`src/logic/dacs_regs.svh`:
```
`ifndef DACS_REGS_SVH
`define DACS_REGS_SVH
// ************************************************************
// Debug module word indices and field layout
// ************************************************************
`define DACS_ADDR_W 7
`define DACS_IDX_CTRL_STATUS 7'h16
`define DACS_IDX_COMMAND 7'h17
`define DACS_IDX_FIRST_DATA 7'h04
`define DACS_IDX_SECOND_DATA 7'h05
`define DACS_IDX_AUTO_EXEC 7'h18
`define DACS_PROGBUF_MSB 28
`define DACS_PROGBUF_LSB 24
`define DACS_BUSY_BIT 12
`define DACS_ERR_MSB 10
`define DACS_ERR_LSB 8
`define DACS_DCOUNT_MSB 3
`define DACS_DCOUNT_LSB 0
`define DACS_PROGBUF_SIZE 5'h00
`define DACS_DATA_COUNT 4'h2
`define DACS_ERR_RESET 3'h0
`define DACS_ERR_CLEAR_ALL 3'h7
`endif

```
`src/logic/dacs_pkg.sv`:
```
package dacs_pkg;
   typedef enum logic [2:0] {
      DACS_ERR_NONE = 3'h0,
      DACS_ERR_BUSY = 3'h1,
      DACS_ERR_NOT_SUPPORTED = 3'h2,
      DACS_ERR_EXCEPTION = 3'h3,
      DACS_ERR_HALT_RESUME = 3'h4,
      DACS_ERR_BUS = 3'h5,
      DACS_ERR_RESERVED = 3'h6,
      DACS_ERR_OTHER = 3'h7
   } dacs_err_t;

   // Register access from the debug module interface
   typedef struct packed {
      logic rd;
      logic wr;
      logic [6:0] addr;
      logic [31:0] wdata;
   } dacs_dmi_req_t;

   // Completion report from the command executor
   typedef struct packed {
      logic done;
      logic unsupported;
      logic exception;
      logic halt_state;
      logic bus_error;
      logic size_align;
   } dacs_cmd_result_t;
endpackage

```
`src/logic/dacs_ctrl_status.sv`:
```
`timescale 1ns/1ps
`include "dacs_regs.svh"
// Contract
// - Program buffer size field reads zero
// - Bit 12 shows command executing
// - Busy set on command write, cleared on completion
// - Three-bit failure code, resets to zero
// - Status, command or auto-exec write, or data access, while busy records code 1
// - Unsupported command records code 2
// - Execution fault records code 3
// - Wrong hart state records code 4
// - System bus error records code 5
// - Size or alignment records code 7; never 6
// - Code cleared only by writing 111
// - No command starts while code non-zero
// - Data count field reads two
// - Status write while busy sets busy code
// - Command writes ignored while code non-zero
module dacs_ctrl_status (
   input wire logic i_sys_clk,
   input wire logic i_rst_n,
   input wire dacs_pkg::dacs_dmi_req_t i_dmi,
   input wire dacs_pkg::dacs_cmd_result_t i_result,
   output logic [31:0] o_rdata,
   output logic o_cmd_start,
   output logic o_busy,
   output logic [2:0] o_err
);
   import dacs_pkg::*;

   // ************************************************************
   // Declarations
   // ************************************************************
   localparam logic [4:0] PROGBUF_SIZE = `DACS_PROGBUF_SIZE;
   localparam logic [3:0] DATA_COUNT = `DACS_DATA_COUNT;

   logic busy;
   logic next_busy;
   logic [2:0] err;
   logic [2:0] next_err;
   logic [31:0] next_rdata;
   logic [31:0] status_word;
   dacs_err_t exec_code;
   logic sel_cs;
   logic sel_cmd;
   logic sel_auto;
   logic sel_data;
   logic wr_cs;
   logic rd_cs;
   logic wr_cmd;
   logic wr_auto;
   logic acc_data;
   logic busy_hit;
   logic err_clear;
   logic err_empty;
   logic exec_fail;

   // ************************************************************
   // Address decode
   // ************************************************************
   always_comb begin
      sel_cs = 1'b0;
      sel_cmd = 1'b0;
      sel_auto = 1'b0;
      sel_data = 1'b0;
      case (i_dmi.addr)
         `DACS_IDX_CTRL_STATUS: begin
            sel_cs = 1'b1;
         end
         `DACS_IDX_COMMAND: begin
            sel_cmd = 1'b1;
         end
         `DACS_IDX_AUTO_EXEC: begin
            sel_auto = 1'b1;
         end
         `DACS_IDX_FIRST_DATA, `DACS_IDX_SECOND_DATA: begin
            sel_data = 1'b1;
         end
         default: begin
            sel_cs = 1'b0;
         end
      endcase
   end

   assign wr_cs = i_dmi.wr && sel_cs;
   assign rd_cs = i_dmi.rd && sel_cs;
   assign wr_cmd = i_dmi.wr && sel_cmd;
   assign wr_auto = i_dmi.wr && sel_auto;
   // Data reads count too: mid-command results would be stale
   assign acc_data = (i_dmi.wr || i_dmi.rd) && sel_data;
   assign busy_hit = busy && (wr_cs || wr_cmd || wr_auto || acc_data);
   // Only the full all-ones pattern clears, partial patterns keep the error
   assign err_clear = wr_cs &&
      (i_dmi.wdata[`DACS_ERR_MSB:`DACS_ERR_LSB] == `DACS_ERR_CLEAR_ALL);
   assign err_empty = (err == `DACS_ERR_RESET);
   assign exec_fail = busy && (exec_code != DACS_ERR_NONE);

   // ************************************************************
   // Command start gate
   // ************************************************************
   // Start only when idle and error-free; late command writes just flag busy
   assign o_cmd_start = wr_cmd && !busy && err_empty;

   dacs_err_select u_err_select (
      .i_result(i_result),
      .o_code(exec_code)
   );

   // ************************************************************
   // Status word
   // ************************************************************
   // Per-bit loop keeps every reserved bit tied to zero
   for (genvar b = 0; b < 32; b++) begin : g_status_bit
      if ((b >= `DACS_PROGBUF_LSB) && (b <= `DACS_PROGBUF_MSB)) begin : g_progbuf
         assign status_word[b] = PROGBUF_SIZE[b - `DACS_PROGBUF_LSB];
      end else if (b == `DACS_BUSY_BIT) begin : g_busy
         assign status_word[b] = busy;
      end else if ((b >= `DACS_ERR_LSB) && (b <= `DACS_ERR_MSB)) begin : g_err
         assign status_word[b] = err[b - `DACS_ERR_LSB];
      end else if ((b >= `DACS_DCOUNT_LSB) && (b <= `DACS_DCOUNT_MSB)) begin : g_dcount
         assign status_word[b] = DATA_COUNT[b - `DACS_DCOUNT_LSB];
      end else begin : g_reserved
         assign status_word[b] = 1'b0;
      end
   end

   // ************************************************************
   // Activity bit
   // ************************************************************
   always_comb begin
      next_busy = busy;
      if (o_cmd_start) begin
         next_busy = 1'b1;
      end else if (i_result.done) begin
         next_busy = 1'b0;
      end
   end

   always_ff @(posedge i_sys_clk) begin
      if (!i_rst_n) begin
         busy <= 1'b0;
      end else begin
         busy <= next_busy;
      end
   end

   // ************************************************************
   // Failure code
   // ************************************************************
   always_comb begin
      next_err = err;
      if (err_clear) begin
         next_err = `DACS_ERR_RESET;
      end
      // New errors load only into a field that is already empty; a same-cycle clear of a non-zero field wins and drops them
      if (err_empty) begin
         if (busy_hit) begin
            next_err = DACS_ERR_BUSY;
         end else if (exec_fail) begin
            next_err = exec_code;
         end
      end
   end

   always_ff @(posedge i_sys_clk) begin
      if (!i_rst_n) begin
         err <= `DACS_ERR_RESET;
      end else begin
         err <= next_err;
      end
   end

   // ************************************************************
   // Read data
   // ************************************************************
   // Other words read zero here; their owners answer elsewhere
   always_comb begin
      next_rdata = 32'h0000_0000;
      if (rd_cs) begin
         next_rdata = status_word;
      end
   end

   always_ff @(posedge i_sys_clk) begin
      if (!i_rst_n) begin
         o_rdata <= 32'h0000_0000;
      end else begin
         o_rdata <= next_rdata;
      end
   end

   // ************************************************************
   // Outputs
   // ************************************************************
   assign o_busy = busy;
   assign o_err = err;
endmodule

```
`src/logic/dacs_err_select.sv`:
```
`timescale 1ns/1ps
module dacs_err_select (
   input wire dacs_pkg::dacs_cmd_result_t i_result,
   output dacs_pkg::dacs_err_t o_code
);
   import dacs_pkg::*;

   // Fixed priority when several failure causes coincide; code 6 never chosen
   always_comb begin
      o_code = DACS_ERR_NONE;
      if (i_result.done) begin
         if (i_result.unsupported) begin
            o_code = DACS_ERR_NOT_SUPPORTED;
         end else if (i_result.halt_state) begin
            o_code = DACS_ERR_HALT_RESUME;
         end else if (i_result.size_align) begin
            o_code = DACS_ERR_OTHER;
         end else if (i_result.exception) begin
            o_code = DACS_ERR_EXCEPTION;
         end else if (i_result.bus_error) begin
            o_code = DACS_ERR_BUS;
         end
      end
   end
endmodule

```
`config.mk`:
```
export PLATFORM = sky130hd
export DESIGN_NAME = dacs_ctrl_status
export DESIGN_NICKNAME = d
export VERILOG_FILES = /design/src/logic/dacs_pkg.sv /design/src/logic/dacs_ctrl_status.sv /design/src/logic/dacs_err_select.sv
export VERILOG_INCLUDE_DIRS = /design/src /design/src/logic
export SDC_FILE = /design/constraint.sdc
export NUM_CORES = 1
export LEC_CHECK = 0
export BUFFER_PORTS_ARGS = -buffer_cell sky130_fd_sc_hd__buf_4
export CAP_MARGIN = 20
export CELL_PAD_IN_SITES_DETAIL_PLACEMENT = 1
export CELL_PAD_IN_SITES_GLOBAL_PLACEMENT = 1
export CORE_AREA = 2 2 61 63
export CTS_BUF_LIST = sky130_fd_sc_hd__clkbuf_4
export DETAILED_ROUTE_END_ITERATION = 8
export DIE_AREA = 0 0 63 65
export GPL_TIMING_DRIVEN = 1
export HOLD_SLACK_MARGIN = 0.03
export PLACE_DENSITY = 0.89
export REMOVE_ABC_BUFFERS = 1
export SYNTH_ARGS = -nofsm -noshare
export SYNTH_HDL_FRONTEND = slang
export SYNTH_SLANG_ARGS = --single-unit
```
`constraint.sdc`:
```
create_clock -name i_sys_clk -period 1.8 [get_ports i_sys_clk]
set_input_delay 0.18 -clock i_sys_clk [delete_from_list [all_inputs] [get_ports i_sys_clk]]
set_output_delay 0.18 -clock i_sys_clk [all_outputs]
set_load 0.01 [all_outputs]
```
Word-level counts from Yosys, hierarchy flattened
Cells that the tools add are included.

word-level totals
  bits in registers = 36
  input bits = 49
  output and inout bits = 37
  logic and storage cells = 47

cells by class
  eq/ne operators = 6
  mux-type cells = 17
  reductions and logical operators = 20

operators by type and width
  kind                                                                    number
  3-bit 2-to-1 mux                                                        10
  7-bit by 5-bit equality test with 1-bit output (second input constant)  3
  7-bit by 3-bit equality test with 1-bit output (second input constant)  2
  1-bit logical AND                                                       10
  1-bit 2-to-1 mux                                                        6
  1-bit logical OR                                                        4
  3-bit equality test (second input constant)                             1
  3-bit zero test                                                         1
  3-bit nonzero test                                                      1
  2-bit 2-to-1 mux                                                        1
  2-bit AND reduction                                                     1
  2-bit nonzero test                                                      1
  2-bit OR reduction                                                      1
  1-bit zero test                                                         1

Depth between registers and ports, before layout
  depth after elaboration = 11
  mapped depth = 4
  depth with buffers taken out = 4

By module
A second synthesis with hierarchy kept.

unflattened totals
  cell total of the unflattened synthesis = 73
  area, all modules = 649.4 µm²

by module, submodules not included
  module            times used  cells an instance  area an instance (µm²)  seq. area each (µm²)
  dacs_ctrl_status  1           65                 600.6                   180.2
  dacs_err_select   1           8                  48.8                    0.0

Worst setup path after synthesis
Ideal clock, no wire load.

  kind = register to register
  from = register err[1], in the netlist o_err[1]
  to = register busy, in the netlist o_busy
  setup time = 0.058 ns
  data arrival time = 1.340 ns
  data required time = 1.742 ns
  slack = 0.402 ns
  cell stages (with the launch flop) = 4
  buffers on the path = 0
  period minus slack after synthesis = 1.398 ns
  path through = dfxtp_1 -> or4_4 -> nor4_4 -> o21a_1

between the ends
  longest elaborated chain between the ends = 3
  elaborated cells on any way between the ends = 4
  classes of those cells = mux: 1; reduce/logical: 3

RTL lines
  element                                                        line                     RTL
  start: declaration                                             dacs_ctrl_status.sv:39   logic [2:0] err;
  start signal: assignment                                       dacs_ctrl_status.sv:167  err <= `DACS_ERR_RESET;
  start signal: assignment                                       dacs_ctrl_status.sv:169  err <= next_err;
  3-bit zero test (no line) *                                    --
  1-bit logical AND *                                            dacs_ctrl_status.sv:102  assign o_cmd_start = wr_cmd && !busy && err_empty;
  net o_cmd_start                                                dacs_ctrl_status.sv:25   output logic o_cmd_start,
  1-bit 2-to-1 mux / 2-bit nonzero test (equally long branches)  --
  end signal: assignment                                         dacs_ctrl_status.sv:143  busy <= next_busy;
  end: declaration                                               dacs_ctrl_status.sv:37   logic busy;

Mark *: on every way through the listed nets, which the timed path passes. The rest lies on a longest branch.
A chain may end at the register's enable or synchronous reset.

Final worst setup path
  from = register err[1], in the netlist o_err[1]
  to = output port o_cmd_start

between the ends
  longest elaborated chain between the ends = 2

RTL lines
  element                    line
  3-bit zero test (no line)  --
  1-bit logical AND          dacs_ctrl_status.sv:102
  end: declaration           dacs_ctrl_status.sv:25

No other way between the ends.

==> metrics.md <==
| Metric | Value |
|---|---|
| Beginning of the worst hold path | `i_result[4]` |
| Count of buffering cells on the critical path with inverters included | `1` |
| Data arrival time of the worst path | `1.54 ns` |
| Final core utilization | `24.91%` |
| Final Net Count | `156` |
| Area overhead of the layout relative to synthesis | `30.58%` |
| Final setup skew | `0.001359 ns` |
| Clk Tree Root Cell | `sky130_fd_sc_hd__clkbuf_4` |
| Register area share after synthesis | `27.02%` |
| Placement-stage cell area | `839.6 sq um` |
| Row count | `22` |
| Part of the total power dissipated in the clock network | `a little under two fifths` |
| Gate Count Post-Synth | `74` |
| Global-route wire length before repair | `2.194 mm` |
| Worst Setup EP | `o_cmd_start` |
| Cell at the slowest stage of the critical path | `sky130_fd_sc_hd__or4_4` |
| Number of clock buffers inserted by TritonCTS | `3` |
| Number of flops mapped to enable cells by yosys | `0` |
| Depth of the CTS H-tree | `1` |
| Share of post-route cells with drive strength above 1 | `37.74%` |
| Synthesis warning total | `0` |
| Worst setup path start | `o_err[1]` |
| Post-route fraction of the period consumed by the critical path | `95.82%` |
| Post-synthesis simple-gate area fraction | `between 20 and 30%` |
| Proportion of register bits with asynchronous set or reset after synthesis | `0%` |
| Share of the synthesized area in compound gates (AO/OA/AOI/OAI) | `11.07%` |
| Horizontal die dimension | `63 um` |
| Reg-to-reg critical path startpoint | `o_err[1]` |
| PnR worst setup slack | `0.07515 ns` |
| Combined area of all synthesized cells | `666.9 sq um` |
| Post-DP HPWL | `roughly 1.3 mm` |
| Critical path cell sequence | `or4_4, nor4_4, buf_4` |
| Clock tree sinks | `9` |
| Clock latency on the worst-skew pair | `0.26 ns` |
| Worst setup timing slack at the placement stage | `0.3016 ns` |
| Most frequent standard cell in the layout excluding fill and tap cells | `sky130_fd_sc_hd__buf_4` |
| Total Power | `462.8 uW` |
| Net switching power | `123.7 uW` |
| Path length in cells of the critical path | `3` |
| Worst IR Drop VDD | `between 0.0001 and 0.00015 V` |
| Worst Path Class, Setup | `reg2out` |
| Vias per Instance | `3.597` |
| Effective utilization at floorplan | `19.08%` |
| Depth of the worst register-to-register path | `3` |
| Per-instance average area after synthesis | `between 9 and 10 sq um` |
| Highest-count cells in the layout ignoring fill and taps | `29 x sky130_fd_sc_hd__buf_4, 27 x sky130_fd_sc_hd__conb_1, 8 x sky130_fd_sc_hd__dfxtp_1, 6 x sky130_fd_sc_hd__nor2_1` |
| CTS tree | `yes` |
| Clock Path Buffers | `2` |
| Worst min-delay path class | `in2reg` |
| Total of max-cap violations | `0` |
| Summed area of non-filler cells in the final layout | `a little under 900 sq um` |
| Post-detailed-route count of antenna-violating nets | `0` |
| Number of unique standard cell types used by synthesis | `27` |
| Setup slack of the most critical reg-to-reg path | `roughly 0.48 ns` |
| Clock transition at the registers of the reported paths | `0.06 ns` |
| WL final | `1.445 mm` |
| Largest stage delay, worst path | `0.54 ns` |
| Share of power burned in registers | `43.1%` |
| Startpoint Class | `flop` |
| Worst R2R End | `o_busy` |
| Die outline area | `4095 sq um` |
| Combinational fraction of design power | `about a fifth` |
| Leakage power of the design | `0.0004205 uW` |
| Total congestion overflow after global routing | `0` |
| # Post-CTS Setup Buffers | `0` |
| Hold-critical path depth | `2` |
| Initial DRT Pass Iterations | `2` |
| Antenna violations before repair | `0` |
| Setup violations, final | `0` |
| Slew Limit Fails | `0` |
| Y dimension of the die | `65 um` |
| Adder and majority cell fraction of the synthesized area | `0%` |
| Number of design-rule violations left by the first detailed-router iteration | `8` |
| CP endpoint kind | `output pin` |
| Fmax | `0.5798 GHz` |
| P_int | `339.2 uW` |
| Switching Share | `26.72%` |
| Antenna cells | `0` |
| Via count of the first global-routing pass | `516` |
| Power density cells | `531.5 nW/um^2` |
| Largest family of logic cells by synthesized area | `buffers and inverters` |
| Core area | `3496 sq um` |
| Number of top-level pins | `86` |
| Top flip-flop cell by instance count after synthesis | `sky130_fd_sc_hd__dfxtp_1` |
| Result of the run | `finished clean` |
| Average routed wire per standard cell | `9.383 um` |
| DRC violation count after routing | `0` |
| Top delay family on crit path | `simple AND/OR/NAND/NOR gates` |
| GP Congestion | `approximately 0.76` |
| XOR/XNOR share of the synthesized area | `0%` |
| FF+latch count, synth | `9` |
| Largest fanout on the critical path | `5` |
| Vias | `between 500 and 600` |
| Clock period minus final worst setup slack | `1.725 ns` |
| Largest net degree at the start of global routing | `6` |
| Final hold violations | `0` |
| Total negative slack | `0 ns` |
| Setup repair after global routing missed its margin | `false` |
| Multiplexer share of the synthesized area | `0%` |
| Global Route Usage Sum | `6.900%` |
| Number of buffer cells added on primary ports | `29` |
| Required time reported for the critical path endpoint | `1.62 ns` |
[synthesized netlist by cell type (all sizes together) (2+ instances only)]
library cell	n	area share (%)
inv	2	1.1
dfxtp	9	27
and2	4	3.8
nand3	2	1.5
nand2	3	1.7
nor4	2	4.1
nand4	2	1.9
nor2	6	3.4
buf	27	30
[worst min-delay path by stage]
stage	endpoint
after floorplan	o_err[2]
after global placement	o_err[2]
after detailed placement	o_err[2]
after CTS	o_err[2]
after global routing	o_err[2]
final	o_err[2]
[worst register-to-register path: cells and delay by family, from the launching register on]
kind	cells	cell delay, ns
compound gates	1	0.15
flops	1	0.34
simple gates	2	0.78
[layer usage]
| metal | vias up | share of wire [%] | GRT usage (%) |
|---|---|---|---|
| met3 | 3 | 9.1 | 2.431 |
| met5 | - | 0 | 0 |
| li1 | 268 | - | - |
| met4 | 0 | 1.9 | 3.333 |
| met2 | 32 | 56 | 13.96 |
| met1 | 251 | 33 | 5.895 |
[registers in the layout, indices dropped and copies added (netlist names)]
signal and cells:
o_rdata 5, o_busy 1, o_err 3
[power by group through the flow]
stage	Sequential, uW	Clock [uW]	Combinational (uW)
6_report	199	173	90.4
5_1_grt	199	190	98.2
3_5_place_dp	204	0	90.0
2_1_floorplan	204	0	43.7
3_3_place_gp	204	0	89.5
4_1_cts	199	175	90.1
[timing repair]
item | CTS | global route
setup endpoints to repair | 0 | 1
resized for setup | 0 | 1
hold buffers | 0 | 0
[cell type report]
cell class / instances / area [sq um]
inverters: 2 / 7.507
well taps: 48 / 60.06
flip-flops and latches: 9 / 181.4
clock buffers: 4 / 30.03
multi-input cells: 62 / 374.1
fillers: 439 / 2625
repair buffers: 29 / 217.7
[metrics by stage]
step	instances	hold WS, ns
2_1_floorplan	73	0.2851
3_3_place_gp	150	0.3950
3_5_place_dp	150	0.3976
4_1_cts	154	0.1200
5_1_grt	154	0.1195
6_report	154	0.1201
[kinds of logic after synthesis]
| group | Yosys count |
|---|---|
| buffers and inverters | 29 |
| AOI/OAI and AO/OA | 9 |
| DFF | 9 |
| and+or+nand+nor | 26 |
| other | 1 |
(Power assumes the default switching activity.)
